File: src/design/port_pin_control_pkg.sv
/*
  Constants, register indices, reset values and the state record of the
  port S / port M pin control block.
  Assumes a 32-bit AHB-Lite slave with one register per aligned word.
*/
// Overview of operation
// RULE1 - each port S pull-select bit picks pull-up or pull-down, used only while the pull is enabled and the pin is an input or open-drain output.
// RULE2 - a set port S open-drain bit lets the pin drive only low, a clear bit gives push-pull drive.
// RULE3 - the port S open-drain bit does nothing on a pin that is an input.
// RULE4 - reading port M data gives the output latch where the direction bit is 1 and the pin level elsewhere.
// RULE5 - the port M sense register always returns the sampled levels of pins 5 to 0.
// RULE6 - writes to the port M sense register are dropped and change nothing.
// RULE7 - each port M direction bit makes its pin an input at 0 and an output at 1 unless a peripheral owns it.
// RULE8 - an enabled SPI or CAN controller decides the direction of the port M pins it uses.
// RULE9 - an enabled transmit channel forces its pin to output, an enabled receive channel forces it to input.
// RULE10 - once the owning channel is off, the direction bit governs the pin again.
// RULE11 - after a direction change the data and sense readbacks may be stale for up to two bus cycles.
// RULE12 - a port M drive bit selects reduced strength at 1, and is ignored while the pin is an input.
// RULE13 - a port M pull-enable bit turns the chosen pull on, only for inputs and open-drain outputs.
// RULE14 - out of reset the port M pulls are enabled as pull-ups.
// RULE15 - port M pins 5 to 2 follow the SPI status bits while the SPI governs them.
// RULE16 - each port S pull-enable bit turns the chosen pull on, only for inputs and open-drain outputs.
// RULE17 - pull-select 0 means pull-up and 1 means pull-down on both ports.
package port_pin_control_pkg;

  localparam int M_W = 6; // port M pin count
  localparam int S_W = 4; // port S pin count
  localparam int SPI_LO = 2; // lowest port M pin the SPI may own

  // register indices, byte address is four times the index
  localparam logic [5:0] IDX_S_DIR        = 6'h0a;
  localparam logic [5:0] IDX_S_PULL_EN    = 6'h0c;
  localparam logic [5:0] IDX_S_PULL_SEL   = 6'h0d;
  localparam logic [5:0] IDX_S_OPEN_DRAIN = 6'h0e;
  localparam logic [5:0] IDX_M_DATA       = 6'h10;
  localparam logic [5:0] IDX_M_SENSE      = 6'h11;
  localparam logic [5:0] IDX_M_DIR        = 6'h12;
  localparam logic [5:0] IDX_M_DRIVE      = 6'h13;
  localparam logic [5:0] IDX_M_PULL_EN    = 6'h14;
  localparam logic [5:0] IDX_M_PULL_SEL   = 6'h15;
  localparam logic [5:0] IDX_M_OPEN_DRAIN = 6'h16;

  // reset values
  localparam logic [M_W-1:0] RST_M_ZERO    = 6'h00;
  localparam logic [M_W-1:0] RST_M_PULL_EN = 6'h3f;
  localparam logic [S_W-1:0] RST_S_ZERO    = 4'h0;
  localparam logic [S_W-1:0] RST_S_PULL_EN = 4'hf;
  localparam logic [31:0]    RST_RDATA     = 32'h0000_0000;

  // bus encodings
  localparam logic       HRESP_OKAY = 1'b0;
  localparam logic [5:0] RST_IDX    = 6'h00;

  typedef struct packed {
    logic [S_W-1:0] sDir;
    logic [S_W-1:0] sPullEn;
    logic [S_W-1:0] sPullSel;
    logic [S_W-1:0] sOd;
    logic [M_W-1:0] mData;
    logic [M_W-1:0] mDir;
    logic [M_W-1:0] mDrive;
    logic [M_W-1:0] mPullEn;
    logic [M_W-1:0] mPullSel;
    logic [M_W-1:0] mOd;
    logic [M_W-1:0] mSync1;
    logic [M_W-1:0] mSync2;
    logic [S_W-1:0] sSync1;
    logic [S_W-1:0] sSync2;
    logic           wrPend;
    logic [5:0]     wrIdx;
    logic [31:0]    rdata;
    logic           ready;
    logic [M_W-1:0] mOut;
    logic [M_W-1:0] mOe;
    logic [M_W-1:0] mPu;
    logic [M_W-1:0] mPd;
    logic [M_W-1:0] mRd;
    logic [S_W-1:0] sOut;
    logic [S_W-1:0] sOe;
    logic [S_W-1:0] sPu;
    logic [S_W-1:0] sPd;
  } state_t;

endpackage

File: src/design/port_pin_control.sv
/*
  Pin control for port S (4 pins) and port M (6 pins) behind an AHB-Lite
  register slave with zero wait states.
  Assumes pin levels arrive asynchronously, and that the SPI, CAN and SCI
  enables and pin controls come from logic on ref_clk.
*/
// The AHB-Lite interface to the registers was decided locally.
`timescale 1ns/1ps
`default_nettype none

module port_pin_control
(
  input  wire logic        ref_clk,
  input  wire logic        reset_n,
  // ahb-lite slave
  input  wire logic        hsel,
  input  wire logic [31:0] haddr,
  input  wire logic [1:0]  htrans,
  input  wire logic        hwrite,
  input  wire logic [2:0]  hsize,
  input  wire logic [31:0] hwdata,
  input  wire logic        hready,
  output logic             hreadyout,
  output logic             hresp,
  output logic [31:0]      hrdata,
  // peripheral ownership
  input  wire logic        spiEnable,
  input  wire logic [3:0]  spiPinOwn,
  input  wire logic [3:0]  spiPinDir,
  input  wire logic [3:0]  spiPinOut,
  input  wire logic        canTxEnable,
  input  wire logic        canTxData,
  input  wire logic        canRxEnable,
  input  wire logic        sciTxEnable,
  input  wire logic        sciTxData,
  input  wire logic        sciRxEnable,
  // port M pads
  input  wire logic [5:0]  portMPinIn,
  output logic [5:0]       portMPinOut,
  output logic [5:0]       portMPinOe,
  output logic [5:0]       portMPullUp,
  output logic [5:0]       portMPullDown,
  output logic [5:0]       portMReducedDrive,
  output logic [5:0]       portMPinLevel,
  // port S pads
  input  wire logic [3:0]  portSPinIn,
  output logic [3:0]       portSPinOut,
  output logic [3:0]       portSPinOe,
  output logic [3:0]       portSPullUp,
  output logic [3:0]       portSPullDown,
  output logic [3:0]       portSPinLevel
);

  localparam int MW = port_pin_control_pkg::M_W;
  localparam int SW = port_pin_control_pkg::S_W;
  localparam int SL = port_pin_control_pkg::SPI_LO;

  logic [1:0]                  rstPipe_q;
  logic                        rstSync;
  port_pin_control_pkg::state_t st_q;
  port_pin_control_pkg::state_t st_d;
  logic [MW-1:0]               mOwn;
  logic [MW-1:0]               mOwnDir;
  logic [MW-1:0]               mOwnOut;
  logic [MW-1:0]               mDirEff;
  logic [MW-1:0]               mOutVal;
  logic [MW-1:0]               mPullAct;
  logic [SW-1:0]               sOwn;
  logic [SW-1:0]               sOwnDir;
  logic [SW-1:0]               sOwnOut;
  logic [SW-1:0]               sDirEff;
  logic [SW-1:0]               sOutVal;
  logic [SW-1:0]               sPullAct;
  logic                        addrTake;
  logic [5:0]                  addrIdx;

  // reset release through two flip-flops
  always_ff @(posedge ref_clk or negedge reset_n)
  begin
    if (!reset_n)
      rstPipe_q <= 2'b00;
    else
      rstPipe_q <= {rstPipe_q[0], 1'b1};
  end
  assign rstSync = rstPipe_q[1];

  // ownership of port M and port S pins by the serial peripherals
  always_comb
  begin
    mOwn    = {(spiEnable ? spiPinOwn : 4'h0), canTxEnable, canRxEnable}; // [RULE8] [RULE15]
    mOwnDir = {spiPinDir, 1'b1, 1'b0}; // [RULE9]
    mOwnOut = {spiPinOut, canTxData, 1'b0};
    sOwn    = {2'b00, sciTxEnable, sciRxEnable};
    sOwnDir = {2'b00, 1'b1, 1'b0}; // [RULE9]
    sOwnOut = {2'b00, sciTxData, 1'b0};
  end

  // effective direction and pad controls
  always_comb
  begin
    mDirEff  = (mOwn & mOwnDir) | (~mOwn & st_q.mDir); // [RULE7] [RULE10]
    mOutVal  = (mOwn & mOwnOut) | (~mOwn & st_q.mData);
    mPullAct = st_q.mPullEn & (~mDirEff | st_q.mOd); // [RULE13]
    sDirEff  = (sOwn & sOwnDir) | (~sOwn & st_q.sDir); // [RULE9] [RULE10]
    sOutVal  = (sOwn & sOwnOut) | (~sOwn & st_q.sDir & 4'h0) | (~sOwn & 4'h0);
    sPullAct = st_q.sPullEn & (~sDirEff | st_q.sOd); // [RULE16] [RULE1]
  end

  assign addrTake = hsel & htrans[1] & hready;
  assign addrIdx  = haddr[7:2];

  // next state: bus writes, readback, synchronisers, pad registers
  always_comb
  begin
    st_d        = st_q;
    st_d.ready  = 1'b1;
    st_d.mSync1 = portMPinIn;
    st_d.mSync2 = st_q.mSync1; // [RULE11]
    st_d.sSync1 = portSPinIn;
    st_d.sSync2 = st_q.sSync1;
    // data phase of a write lands in the register
    if (st_q.wrPend)
    begin
      unique case (st_q.wrIdx)
        port_pin_control_pkg::IDX_S_DIR:        st_d.sDir     = hwdata[SW-1:0];
        port_pin_control_pkg::IDX_S_PULL_EN:    st_d.sPullEn  = hwdata[SW-1:0];
        port_pin_control_pkg::IDX_S_PULL_SEL:   st_d.sPullSel = hwdata[SW-1:0];
        port_pin_control_pkg::IDX_S_OPEN_DRAIN: st_d.sOd      = hwdata[SW-1:0];
        port_pin_control_pkg::IDX_M_DATA:       st_d.mData    = hwdata[MW-1:0];
        port_pin_control_pkg::IDX_M_DIR:        st_d.mDir     = hwdata[MW-1:0];
        port_pin_control_pkg::IDX_M_DRIVE:      st_d.mDrive   = hwdata[MW-1:0];
        port_pin_control_pkg::IDX_M_PULL_EN:    st_d.mPullEn  = hwdata[MW-1:0];
        port_pin_control_pkg::IDX_M_PULL_SEL:   st_d.mPullSel = hwdata[MW-1:0];
        port_pin_control_pkg::IDX_M_OPEN_DRAIN: st_d.mOd      = hwdata[MW-1:0];
        default:                                st_d.wrIdx    = st_q.wrIdx; // sense and unmapped: dropped [RULE6]
      endcase
    end
    st_d.wrPend = addrTake & hwrite;
    st_d.wrIdx  = addrIdx;
    // read data taken from the post-write values, so a read right after a write sees it
    if (addrTake && !hwrite)
    begin
      unique case (addrIdx)
        port_pin_control_pkg::IDX_S_DIR:        st_d.rdata = {28'h000_0000, st_d.sDir};
        port_pin_control_pkg::IDX_S_PULL_EN:    st_d.rdata = {28'h000_0000, st_d.sPullEn};
        port_pin_control_pkg::IDX_S_PULL_SEL:   st_d.rdata = {28'h000_0000, st_d.sPullSel};
        port_pin_control_pkg::IDX_S_OPEN_DRAIN: st_d.rdata = {28'h000_0000, st_d.sOd};
        port_pin_control_pkg::IDX_M_DATA:
          st_d.rdata = {26'h000_0000, (st_d.mDir & st_d.mData) | (~st_d.mDir & st_q.mSync2)}; // [RULE4]
        port_pin_control_pkg::IDX_M_SENSE:      st_d.rdata = {26'h000_0000, st_q.mSync2}; // [RULE5]
        port_pin_control_pkg::IDX_M_DIR:        st_d.rdata = {26'h000_0000, st_d.mDir};
        port_pin_control_pkg::IDX_M_DRIVE:      st_d.rdata = {26'h000_0000, st_d.mDrive};
        port_pin_control_pkg::IDX_M_PULL_EN:    st_d.rdata = {26'h000_0000, st_d.mPullEn};
        port_pin_control_pkg::IDX_M_PULL_SEL:   st_d.rdata = {26'h000_0000, st_d.mPullSel};
        port_pin_control_pkg::IDX_M_OPEN_DRAIN: st_d.rdata = {26'h000_0000, st_d.mOd};
        default:                                st_d.rdata = port_pin_control_pkg::RST_RDATA;
      endcase
    end
    // pad controls, open drain only ever pulls low
    st_d.mOe  = mDirEff & (~st_q.mOd | ~mOutVal);
    st_d.mOut = mOutVal & ~st_q.mOd;
    st_d.mPu  = mPullAct & ~st_q.mPullSel; // [RULE17] [RULE13]
    st_d.mPd  = mPullAct & st_q.mPullSel; // [RULE17]
    st_d.mRd  = st_q.mDrive & mDirEff; // [RULE12]
    st_d.sOe  = sDirEff & (~st_q.sOd | ~sOutVal); // [RULE2] [RULE3]
    st_d.sOut = sOutVal & ~st_q.sOd; // [RULE2]
    st_d.sPu  = sPullAct & ~st_q.sPullSel; // [RULE1] [RULE17]
    st_d.sPd  = sPullAct & st_q.sPullSel; // [RULE1] [RULE17]
  end

  // state register, pulls come up enabled as pull-ups
  always_ff @(posedge ref_clk or negedge rstSync)
  begin
    if (!rstSync)
    begin
      st_q          <= '0;
      st_q.sPullEn  <= port_pin_control_pkg::RST_S_PULL_EN;
      st_q.mPullEn  <= port_pin_control_pkg::RST_M_PULL_EN; // [RULE14]
      st_q.mPullSel <= port_pin_control_pkg::RST_M_ZERO; // [RULE14]
      st_q.sPullSel <= port_pin_control_pkg::RST_S_ZERO;
      st_q.mPu      <= port_pin_control_pkg::RST_M_PULL_EN; // [RULE14]
      st_q.sPu      <= port_pin_control_pkg::RST_S_PULL_EN;
      st_q.wrIdx    <= port_pin_control_pkg::RST_IDX;
      st_q.rdata    <= port_pin_control_pkg::RST_RDATA;
      st_q.ready    <= 1'b1;
    end
    else
      st_q <= st_d;
  end

  // outputs straight from the state register, hresp tied to OKAY
  assign hreadyout         = st_q.ready;
  assign hresp             = port_pin_control_pkg::HRESP_OKAY;
  assign hrdata            = st_q.rdata;
  assign portMPinOut       = st_q.mOut;
  assign portMPinOe        = st_q.mOe;
  assign portMPullUp       = st_q.mPu;
  assign portMPullDown     = st_q.mPd;
  assign portMReducedDrive = st_q.mRd;
  assign portMPinLevel     = st_q.mSync2;
  assign portSPinOut       = st_q.sOut;
  assign portSPinOe        = st_q.sOe;
  assign portSPullUp       = st_q.sPu;
  assign portSPullDown     = st_q.sPd;
  assign portSPinLevel     = st_q.sSync2;

  // checks on pad and readback behaviour
  a_od_never_high: assert property (@(posedge ref_clk) disable iff (!rstSync) // [RULE2]
    $past(rstSync) |-> ((portSPinOe & portSPinOut & $past(st_q.sOd)) == 4'h0))
    else $error("open-drain port S pin drove high");

  a_od_input_idle: assert property (@(posedge ref_clk) disable iff (!rstSync) // [RULE3]
    $past(rstSync) |-> ((portSPinOe & ~$past(sDirEff)) == 4'h0))
    else $error("port S input pin was driven");

  a_sense_write_ignored: assert property (@(posedge ref_clk) disable iff (!rstSync) // [RULE6]
    (st_q.wrPend && st_q.wrIdx == port_pin_control_pkg::IDX_M_SENSE)
    |=> $stable({st_q.mData, st_q.mDir, st_q.mDrive, st_q.mPullEn, st_q.mPullSel, st_q.mOd}))
    else $error("write to sense register changed state");

  a_sense_readback: assert property (@(posedge ref_clk) disable iff (!rstSync) // [RULE5]
    (addrTake && !hwrite && addrIdx == port_pin_control_pkg::IDX_M_SENSE)
    |=> (hrdata == {26'h000_0000, $past(st_q.mSync2)}))
    else $error("sense read did not return sampled pins");

  a_data_readback: assert property (@(posedge ref_clk) disable iff (!rstSync) // [RULE4]
    (addrTake && !hwrite && !st_q.wrPend && addrIdx == port_pin_control_pkg::IDX_M_DATA)
    |=> (hrdata[5:0] == (($past(st_q.mDir) & $past(st_q.mData)) | (~$past(st_q.mDir) & $past(st_q.mSync2)))))
    else $error("data readback mux wrong");

  a_rx_forced_in: assert property (@(posedge ref_clk) disable iff (!rstSync) // [RULE9]
    $past(canRxEnable) && $past(rstSync) |-> !portMPinOe[0])
    else $error("can receive pin driven");

  a_tx_forced_out: assert property (@(posedge ref_clk) disable iff (!rstSync) // [RULE9]
    $past(canTxEnable && !st_q.mOd[1]) && $past(rstSync) |-> portMPinOe[1] && portMPinOut[1] == $past(canTxData))
    else $error("can transmit pin not driven");

  a_dir_revert: assert property (@(posedge ref_clk) disable iff (!rstSync) // [RULE10]
    $past(!spiEnable && !canTxEnable && !canRxEnable) && $past(rstSync)
    |-> ((portMPinOe & ~$past(st_q.mDir)) == 6'h00))
    else $error("port M drove a pin its direction bit calls input");

  a_pull_pushpull_off: assert property (@(posedge ref_clk) disable iff (!rstSync) // [RULE13]
    $past(rstSync) |-> (((portMPullUp | portMPullDown) & $past(mDirEff & ~st_q.mOd)) == 6'h00))
    else $error("pull active on push-pull output");

  a_pull_select: assert property (@(posedge ref_clk) disable iff (!rstSync) // [RULE17]
    $past(rstSync) |-> ((portSPullDown & ~$past(st_q.sPullSel)) == 4'h0) && ((portSPullUp & portSPullDown) == 4'h0))
    else $error("pull select decode wrong");

  a_pull_reset: assert property (@(posedge ref_clk) disable iff (!rstSync) // [RULE14]
    $rose(rstSync) |-> (portMPullUp == 6'h3f) && (portMPullDown == 6'h00) ##1 (portMPullUp == 6'h3f))
    else $error("port M pulls not up after reset");

  a_drive_in_ignored: assert property (@(posedge ref_clk) disable iff (!rstSync) // [RULE12]
    $past(rstSync) |-> ((portMReducedDrive & ~$past(mDirEff)) == 6'h00))
    else $error("reduced drive on input pin");

  a_spi_owns_pins: assert property (@(posedge ref_clk) disable iff (!rstSync) // [RULE15]
    $past(spiEnable && spiPinOwn[0] && !st_q.mOd[SL]) && $past(rstSync) |-> portMPinOe[SL] == $past(spiPinDir[0]))
    else $error("spi pin direction not followed");

endmodule // port_pin_control

`default_nettype wire

File: config.mk
export PLATFORM = sky130hd
export DESIGN_NAME = port_pin_control
export DESIGN_NICKNAME = d
export VERILOG_FILES = /design/src/design/port_pin_control_pkg.sv /design/src/design/port_pin_control.sv
export SDC_FILE = /design/constraint.sdc
export NUM_CORES = 1
export LEC_CHECK = 0
export BUFFER_PORTS_ARGS = -buffer_cell sky130_fd_sc_hd__buf_4
export CAP_MARGIN = 30
export CELL_PAD_IN_SITES_DETAIL_PLACEMENT = 1
export CELL_PAD_IN_SITES_GLOBAL_PLACEMENT = 2
export CORE_MARGIN = 2
export CORE_UTILIZATION = 28
export DETAILED_ROUTE_END_ITERATION = 10
export PLACE_DENSITY_LB_ADDON = 0.1
export REMOVE_ABC_BUFFERS = 1
export SKIP_LAST_GASP = 1
export SYNTH_ARGS = -nofsm -noshare
export SYNTH_HDL_FRONTEND = slang
export SYNTH_SLANG_ARGS = --single-unit
File: constraint.sdc
create_clock -name ref_clk -period 4.1 [get_ports ref_clk]
set_clock_uncertainty 0.1 [all_clocks]
set_input_delay 0.205 -clock ref_clk [delete_from_list [all_inputs] [get_ports ref_clk]]
set_output_delay 0.205 -clock ref_clk [all_outputs]
set_load 0.01 [all_outputs]
### Word level (Yosys, flattened, before mapping)

Index checks and enable logic that the tools add are counted.

* register bits: 159

* eq/ne operators: 21
* muxes and demuxes: 13
* bitwise gates (word level): 41
* reductions and logical operators: 2

Operators with widths (count)
* 6-bit by 5-bit == test with 1-bit output (second input constant): 13
* 6-bit bitwise AND: 12
* 6-bit case mux with 11 select lines: 1
* 52-bit 2-to-1 mux: 1
* 6-bit by 4-bit == test with 1-bit output (second input constant): 8
* 6-bit 2-to-1 mux: 6
* 6-bit NOT: 6
* 6-bit OR: 5
* 4-bit bitwise AND: 5
* 4-bit 2-to-1 mux: 5
* 4-bit NOT: 3
* 2-bit NOT with 4-bit output: 2
* 4-bit OR: 2
* 2-bit by 4-bit bitwise AND with 4-bit output: 1
* 2-bit by 4-bit OR with 4-bit output: 1
* 1-bit bitwise AND: 3
* 2-bit bitwise AND: 1
* 1-bit logical AND: 1
* 1-bit zero test: 1

### Longest topological paths before layout

Gate-level depths: netlist of the first run.

* depth in word-level cells: 8
* gate-level depth with buffers: 7
* gate-level depth less buffers: 5

### Worst setup path before layout of the first run

Ideal clock, no wire load.

* path kind: register to register
* start: register st_q[84] in the netlist's numbering
* end: register st_q, in the netlist hrdata[0]
* arrival: 2048 ps
* data required time: 3860 ps
* path slack: 1812 ps
* stages on the path, launching flop included: 7
* period minus slack after synthesis: 2288 ps
* cell sequence: dfrtp_1 -> or4b_1 -> buf_6 -> nor2_8 -> mux2_2 -> a2111oi_0 -> a31oi_1

RTL lines
* start: declaration: line port_pin_control.sv:60 `port_pin_control_pkg::state_t st_q;`
* start signal: assignment: line port_pin_control.sv:188 `st_q <= st_d;`

==> run_summary.xml, run 1 <==
<?xml version="1.0" encoding="UTF-8"?>
<metrics>
  <group name="critical_path">
    <metric name="crit_arrival" unit="ps">3190</metric>
    <metric name="crit_path_start_kind" unit="">flip-flop</metric>
    <metric name="critical_path_class" unit="">reg2reg</metric>
    <metric name="crit_required" unit="ps">4290</metric>
    <metric name="timing.critical_path.fanout_max" unit="">13</metric>
    <metric name="endpoint_kind" unit="">flip-flop</metric>
  </group>
  <group name="logic_synthesis">
    <metric name="yosys_top_cell_area_share" unit="%">43.9</metric>
    <metric name="seq_area_frac_synth" unit="%">52.2</metric>
    <metric name="post_synth_main_area_contributors" unit="">dfrtp_1, buf_4, dfstp_2</metric>
    <metric name="synthFlopType" unit="">dfrtp_1</metric>
    <metric name="synth.ff_latch_count" unit="">130</metric>
    <metric name="post_synth_inst_count" unit="">600</metric>
    <metric name="synthesis.area" unit="µm²">6280</metric>
    <metric name="average_footprint_of_a_synthesized_cell" unit="µm²">10.5</metric>
    <metric name="yosysTopAreaCell" unit="">dfrtp_1</metric>
    <metric name="synth-edff-count" unit="">0</metric>
    <metric name="synth_warnings" unit="">0</metric>
    <metric name="ys_async_sr_fraction" unit="%">100</metric>
    <metric name="synthDistinctLibCells" unit="">61</metric>
  </group>
  <group name="sta">
    <metric name="setup_viol_count_final" unit="">0</metric>
    <metric name="min_period_over_period" unit="%">73.2</metric>
    <metric name="finalMaxSlewViolations" unit="">0</metric>
    <metric name="setup_tns" unit="ps">0</metric>
    <metric name="finalWorstPathRequiredPeriod" unit="ps">3000</metric>
    <metric name="report.final.hold_viol_count" unit="">0</metric>
    <metric name="timing_worst_slew_pin_value" unit="ps">1050</metric>
    <metric name="clock.fmax" unit="GHz">0.333</metric>
    <metric name="slew_headroom" unit="%">29.3</metric>
    <metric name="rsz_0062_raised_after_global_routing" unit="">no</metric>
  </group>
  <group name="die">
    <metric name="top_level_ports" unit="">193</metric>
    <metric name="initial_core_util" unit="%">28.7</metric>
    <metric name="floorplan.die_area" unit="µm²">23600</metric>
    <metric name="die_height" unit="µm">154</metric>
    <metric name="die_width" unit="µm">154</metric>
    <metric name="core_area" unit="µm²">21900</metric>
    <metric name="placementRows" unit="">54</metric>
  </group>
  <group name="final_layout">
    <metric name="syn_to_final_growth" unit="%">24.9</metric>
    <metric name="summed_area_of_non_filler_cells_in_the_final_layout" unit="µm²">7840</metric>
    <metric name="n_fill_cell" unit="">2465</metric>
    <metric name="layout.cells.most_common" unit="">buf_4</metric>
    <metric name="layout.cells.most_common_list" unit="">buf_4, dfrtp_1, nor2_1, nand2_1</metric>
    <metric name="final_cells" unit="">983</metric>
    <metric name="drive_above_1_share" unit="%">29.0</metric>
    <metric name="diodes" unit="">0</metric>
    <metric name="final_nets" unit="">793</metric>
  </group>
  <group name="place">
    <metric name="dpl.hpwl" unit="µm">13600</metric>
    <metric name="place_congestion" unit="">0.781</metric>
    <metric name="io_buffers" unit="">105</metric>
    <metric name="placed_cells" unit="">913</metric>
    <metric name="placedInstanceArea" unit="µm²">6850</metric>
  </group>
  <group name="drt">
    <metric name="route.detailed.wl_per_inst" unit="µm">19.6</metric>
    <metric name="ant_nets" unit="">0</metric>
    <metric name="vias_per_cell" unit="">4.74</metric>
    <metric name="drt-total-wl" unit="µm">19300</metric>
    <metric name="initial_drt_pass_iterations" unit="">5</metric>
    <metric name="drt_first_iter_violations" unit="">181</metric>
    <metric name="remaining_drc_errors" unit="">0</metric>
    <metric name="route.vias.total" unit="">4664</metric>
  </group>
  <group name="clocking">
    <metric name="clock-root-buffer" unit="">clkbuf_16</metric>
    <metric name="cts_setup_buffers" unit="">0</metric>
    <metric name="cts_inserted_buffers" unit="">17</metric>
    <metric name="clk_pin_slew" unit="ps">70</metric>
    <metric name="cts_tree" unit="">done</metric>
    <metric name="max-clock-path-buffers" unit="">2</metric>
    <metric name="cts_max_level" unit="">4</metric>
    <metric name="worstSkewPairLatency" unit="ps">430</metric>
    <metric name="cts.sinks" unit="">130</metric>
  </group>
  <group name="pwr">
    <metric name="total_leakage_power" unit="µW">0.00349</metric>
    <metric name="ir_worst_vdd" unit="V">0.000236</metric>
    <metric name="p_total" unit="µW">3290</metric>
    <metric name="p_per_area" unit="nW/µm²">420</metric>
  </group>
  <group name="global_routing">
    <metric name="groute.usage.overall" unit="%">16.7</metric>
    <metric name="grt_first_pass_wirelength" unit="µm">29700</metric>
    <metric name="initial_antenna_violation_count" unit="">0</metric>
    <metric name="vias_in_the_first_global_route" unit="">4940</metric>
    <metric name="grt_start_max_net_pins" unit="">62</metric>
    <metric name="grt.overflow.total" unit="">0</metric>
  </group>
  <group name="outcome">
    <metric name="status" unit="">completed</metric>
  </group>
  <group name="job">
    <metric name="drv.max_cap_violation_count" unit="">0</metric>
  </group>
  <group name="worst_hold_path">
    <metric name="hold_path_class" unit="">in2reg</metric>
  </group>
</metrics>
==> stage by stage <==
| step | util (%) | hold slack (ps) | setup WS [ps] |
|---|---|---|---|
| finish | 35.8 | 11.7 | 1100 |
| global route | 35.8 | 16.5 | 967 |
| CTS | 35.8 | 2.02 | 1100 |
| detailed placement | 31.3 | -111 | 1110 |
| global placement | 31.3 | -113 | 1120 |
| floorplan | - | -191 | 145 |
==> path summary, 6_finish.rpt <==
path | from | to | slack (ps) | cells past startpoint
min in group asynchronous | rstPipe_q[1] | portMPinOut[5] | 330 | 0
min reg2reg | rstPipe_q[0] | rstPipe_q[1] | 250 | 0
min | spiPinDir[3] | portMPinOe[5] | 10 | 3
max reg2reg | st_q[84] | hrdata[4] | 1100 | 5
max | st_q[84] | hrdata[4] | 1100 | 5
max in group asynchronous | rstPipe_q[1] | st_q[120] | 2530 | 1
==> worst max-delay path, stage by stage, from the launching register on <==
cell and delay [ps]:
dfrtp_1 460, or4b_1 920, nor2_8 390, mux2_2 390
a2111oi_0 450, a31oi_1 140
==> where the power goes <==
| part | leakage (µW) | switching [µW] | internal, µW |
|---|---|---|---|
| clock | 0.000290 | 617 | 961 |
| combinational | 0.00172 | 156 | 144 |
| sequential | 0.00148 | 55.9 | 1360 |
==> routing by layer <==
layer	routed length, µm	global-route usage (%)	share of wire [%]	vias to the layer above
li1	-	-	-	2162
met1	8600	21.8	45	2363
met2	9720	28.2	50	124
met3	739	3.04	3.8	15
met4	252	5.20	1.3	0
met5	0	0	0	-
==> synthesized netlist by cell type, types with 3 or more instances <==
| library cell | instances |
|---|---|
| nor4bb_1 | 4 |
| a21oi_1 | 38 |
| dfrtp_1 | 110 |
| nand2b_1 | 3 |
| nand3_1 | 34 |
| nand4_1 | 6 |
| dfstp_2 | 20 |
| a2111oi_0 | 5 |
| mux2_2 | 17 |
| nor2_1 | 45 |
| clkbuf_1 | 15 |
| nor2b_1 | 13 |
| inv_1 | 20 |
| a211oi_1 | 4 |
| a2111oi_2 | 3 |
| a31oi_1 | 8 |
| nor3b_1 | 3 |
| o21ai_0 | 33 |
| o2bb2ai_1 | 4 |
| mux2i_1 | 13 |
| buf_4 | 91 |
| mux2_1 | 3 |
| o21ai_1 | 4 |
| and2_1 | 3 |
| o21ai_2 | 3 |
| buf_2 | 6 |
| a211o_1 | 3 |
| o2111ai_1 | 4 |
| nand2_1 | 41 |
==> sequential cells by signal, summed over array words and instances, names as in the netlist <==
name               count
st_q                  59
st_d                  10
hrdata                 6
portMPinLevel          6
portMPinOe             6
portMPinOut            6
portMPullDown          6
portMPullUp            6
portMReducedDrive      6
portSPinLevel          4
portSPinOe             4
portSPullDown          4
portSPullUp            4
rstPipe_q              2
portSPinOut            1
==> logic make-up (layout without fill, tap and decap cells) <==
| family | count (synthesis) | count (layout) | share of synthesized area, % |
|---|---|---|---|
| and+or+nand+nor | 173 | 173 | 14.8 |
| buffers and inverters | 135 | 208 | 14.0 |
| DFF | 130 | 130 | 52.2 |
| AOI/OAI and AO/OA | 125 | 125 | 13.0 |
| muxes | 33 | 33 | 5.66 |
| other | 2 | 32 | 0.120 |
| xor gates and xnor gates | 2 | 2 | 0.279 |
==> repair_timing <==
| item | CTS | global route |
|---|---|---|
| resized for setup | 0 | 0 |
| hold endpoints to repair | 46 | 0 |
| setup endpoints to repair | 0 | 0 |
| hold buffers | 38 | 0 |
==> area by class of cell <==
cell class              instances  area (µm²)  share of cell area [%]
clock buffers                  17         425                    5.43
clock inverters                15         180                    2.30
inverters                      20        75.1                   0.958
multi-input cells             365        2260                    28.8
flip-flops and latches        130        3280                    41.9
well taps                     280         350                    4.47
repair buffers                156        1270                    16.2
(Power assumes the default switching activity.)
==> run 2, diff against run 1 <==
--- a/config.mk
+++ b/config.mk
@@ -10,7 +10,7 @@
 export CELL_PAD_IN_SITES_DETAIL_PLACEMENT = 1
 export CELL_PAD_IN_SITES_GLOBAL_PLACEMENT = 2
 export CORE_MARGIN = 2
-export CORE_UTILIZATION = 28
+export CORE_UTILIZATION = 31
 export DETAILED_ROUTE_END_ITERATION = 10
 export PLACE_DENSITY_LB_ADDON = 0.1
 export REMOVE_ABC_BUFFERS = 1
==> constraint.sdc (replaced) <==
create_clock -name ref_clk -period 2.9 [get_ports ref_clk]
set_clock_uncertainty 0.1 [all_clocks]
set_input_delay 0.145 -clock ref_clk [delete_from_list [all_inputs] [get_ports ref_clk]]
set_output_delay 0.145 -clock ref_clk [all_outputs]
set_load 0.01 [all_outputs]
==> run 2 against run 1 <==
  * Die area fell by 9.4%
  * Combinational power increased by 50%
  * Cell area is 2.9% higher
  * Worst setup slack worse by 930 ps
  * Sequential share of layout area down 1.2 points
  * Highest routed layer unchanged
==> run_summary.xml, run 2 (synthesized netlist as in run 1, its figures left out) <==
<?xml version="1.0" encoding="UTF-8"?>
<metrics>
  <group name="outcome">
    <metric name="status" unit="">completed</metric>
  </group>
  <group name="final_layout">
    <metric name="drive_above_1_share" unit="%">30.5</metric>
    <metric name="syn_to_final_growth" unit="%">28.5</metric>
    <metric name="regMostFlops" unit="">st_q</metric>
    <metric name="diodes" unit="">0</metric>
    <metric name="number_of_flip_flops_in_the_largest_register" unit="">59</metric>
    <metric name="layout.cells.most_common_list" unit="">buf_4, dfrtp_1, nor2_1, dlygate4sd3_1, nand2_1</metric>
    <metric name="layout.cells.most_common" unit="">buf_4</metric>
    <metric name="final_nets" unit="">820</metric>
    <metric name="n_fill_cell" unit="">2292</metric>
    <metric name="summed_area_of_non_filler_cells_in_the_final_layout" unit="µm²">8060</metric>
    <metric name="final_cells" unit="">1000</metric>
    <metric name="final_core_utilization" unit="%">40.2</metric>
  </group>
  <group name="critical_path">
    <metric name="critical_path.reg2reg.endpoint" unit="">hrdata[0]</metric>
    <metric name="crit_arrival" unit="ps">2910</metric>
    <metric name="rr_worst_depth" unit="">5</metric>
    <metric name="crit_path_start_kind" unit="">flip-flop</metric>
    <metric name="regToRegStartpoint" unit="">st_q[84]</metric>
    <metric name="ff2ff_setup_slack" unit="ps">170</metric>
    <metric name="timing.critical_path.fanout_max" unit="">7</metric>
    <metric name="crit_required" unit="ps">3080</metric>
    <metric name="endpoint_kind" unit="">flip-flop</metric>
    <metric name="critical_path_class" unit="">reg2reg</metric>
  </group>
  <group name="clocking">
    <metric name="clk_pin_slew" unit="ps">60</metric>
    <metric name="post_cts.resized_instances" unit="">0</metric>
    <metric name="cts_setup_buffers" unit="">0</metric>
    <metric name="cts_tree" unit="">done</metric>
    <metric name="cts_inserted_buffers" unit="">17</metric>
    <metric name="worstSkewPairLatency" unit="ps">430</metric>
    <metric name="cts_max_level" unit="">4</metric>
    <metric name="clock-root-buffer" unit="">clkbuf_16</metric>
    <metric name="cts.sinks" unit="">130</metric>
    <metric name="max-clock-path-buffers" unit="">2</metric>
  </group>
  <group name="die">
    <metric name="initial_core_util" unit="%">31.3</metric>
    <metric name="die_height" unit="µm">146</metric>
    <metric name="core_area" unit="µm²">20000</metric>
    <metric name="floorplan.die_area" unit="µm²">21400</metric>
    <metric name="top_level_ports" unit="">193</metric>
    <metric name="die_width" unit="µm">146</metric>
    <metric name="placementRows" unit="">52</metric>
  </group>
  <group name="pwr">
    <metric name="p_per_area" unit="nW/µm²">591</metric>
    <metric name="power.net_switching" unit="µW">1180</metric>
    <metric name="total_leakage_power" unit="µW">0.00364</metric>
    <metric name="power.internal" unit="µW">3580</metric>
    <metric name="power.share.combinational" unit="%">9.4</metric>
    <metric name="fraction_of_power_consumed_by_sequential_logic" unit="%">41.7</metric>
    <metric name="p_total" unit="µW">4760</metric>
    <metric name="clock_power_share" unit="%">48.9</metric>
    <metric name="ir_worst_vdd" unit="V">0.000381</metric>
    <metric name="net_sw_share" unit="%">24.8</metric>
  </group>
  <group name="drt">
    <metric name="remaining_drc_errors" unit="">0</metric>
    <metric name="drt-total-wl" unit="µm">19300</metric>
    <metric name="drt_first_iter_violations" unit="">232</metric>
    <metric name="ant_nets" unit="">0</metric>
    <metric name="initial_drt_pass_iterations" unit="">4</metric>
    <metric name="route.vias.total" unit="">4789</metric>
    <metric name="route.detailed.wl_per_inst" unit="µm">19.3</metric>
    <metric name="vias_per_cell" unit="">4.79</metric>
  </group>
  <group name="place">
    <metric name="placed_cells" unit="">925</metric>
    <metric name="place_congestion" unit="">0.833</metric>
    <metric name="dpl.hpwl" unit="µm">13600</metric>
    <metric name="io_buffers" unit="">105</metric>
    <metric name="placedInstanceArea" unit="µm²">7000</metric>
  </group>
  <group name="global_routing">
    <metric name="grt_first_pass_wirelength" unit="µm">30000</metric>
    <metric name="grt.overflow.total" unit="">0</metric>
    <metric name="groute.usage.overall" unit="%">18.7</metric>
    <metric name="initial_antenna_violation_count" unit="">0</metric>
    <metric name="grt_start_max_net_pins" unit="">72</metric>
    <metric name="vias_in_the_first_global_route" unit="">5116</metric>
  </group>
  <group name="sta">
    <metric name="final.hold.worst_slack" unit="ps">62.1</metric>
    <metric name="slew_headroom" unit="%">51.4</metric>
    <metric name="min_period_over_period" unit="%">94.2</metric>
    <metric name="clock.fmax" unit="GHz">0.366</metric>
    <metric name="rsz_0062_raised_after_global_routing" unit="">no</metric>
    <metric name="finalWorstPathRequiredPeriod" unit="ps">2730</metric>
    <metric name="report.final.hold_viol_count" unit="">0</metric>
    <metric name="timing_worst_slew_pin_value" unit="ps">726</metric>
    <metric name="setup_viol_count_final" unit="">0</metric>
    <metric name="finalMaxSlewViolations" unit="">0</metric>
  </group>
  <group name="job">
    <metric name="drv.max_cap_violation_count" unit="">0</metric>
  </group>
  <group name="worst_hold_path">
    <metric name="hold_path_startpoint" unit="">spiPinOwn[0]</metric>
    <metric name="worst_hold_path.endpoint" unit="">portMPinOut[2]</metric>
    <metric name="hold_path_class" unit="">in2reg</metric>
    <metric name="hold-path-cell-count" unit="">4</metric>
  </group>
</metrics>
## run 2: cell count changes in the layout (fill, tap and decap cells not counted), moves of 2 or more
cell and delta:
inv_6 -2, buf_4 +21, nor4bb_1 +2, nor4bb_2 -2
clkinv_4 +4, dlygate4sd3_1 +5, clkinvlp_4 -2
## run 2: repair_timing
| action | CTS | global route |
|---|---|---|
| hold endpoints to repair | 71 | 0 |
| hold buffers | 43 | 0 |
| setup endpoints to repair | 0 | 0 |
## run 2: worst max-delay path: stages, from the launching register on
cell and delay [ps]:
dfrtp_1 450, or4b_1 660, nor2_8 310, mux2_2 390, a2111oi_0 500, a31oi_1 170
## run 2: worst max-delay path by stage
stage | start | end | slack [ps] | depth (start not counted)
2_1_floorplan | rstPipe_q[1] | hrdata[0] | -1060 | 0
3_3_place_gp | st_q[84] | hrdata[0] | 200 | 5
3_5_place_dp | st_q[84] | hrdata[0] | 200 | 5
4_1_cts | st_q[84] | hrdata[0] | 190 | 5
5_1_grt | st_q[84] | hrdata[3] | 70 | 5
6_report | st_q[84] | hrdata[0] | 170 | 5
## run 2: metrics by stage
step / TNS (ps) / setup slack [ps]
after floorplan: -115690 / -1060
after global placement: 0 / 202
after detailed placement: 0 / 203
after CTS: 0 / 191
after global routing: 0 / 69.6
final: 0 / 170
## run 2: power by group through the flow
stage / logic, µW / registers (µW) / clock network [µW]
detailed placement: 406 / 2020 / 0
global route: 494 / 2000 / 2470
CTS: 454 / 1990 / 2380
global placement: 399 / 2020 / 0
finish: 449 / 1980 / 2330
floorplan: 144 / 2040 / 0
## run 2: final cells by class
cell class / instances / area [µm²] / share of cell area [%]
flip-flops and latches: 130 / 3280 / 40.7
multi-input cells: 365 / 2240 / 27.8
repair buffers: 183 / 1490 / 18.5
clock buffers: 17 / 425 / 5.28
well taps: 270 / 338 / 4.19
clock inverters: 15 / 208 / 2.58
inverters: 20 / 75.1 / 0.931
## run 2: per-layer routing
layer,GRT usage (%),part of all wire [%],wire [µm],up-vias
met1,25.0,45,8750,2432
met5,0,0,0,-
li1,-,-,-,2217
met2,30.8,49,9390,121
met3,3.59,4.3,831,19
met4,5.83,1.7,332,0
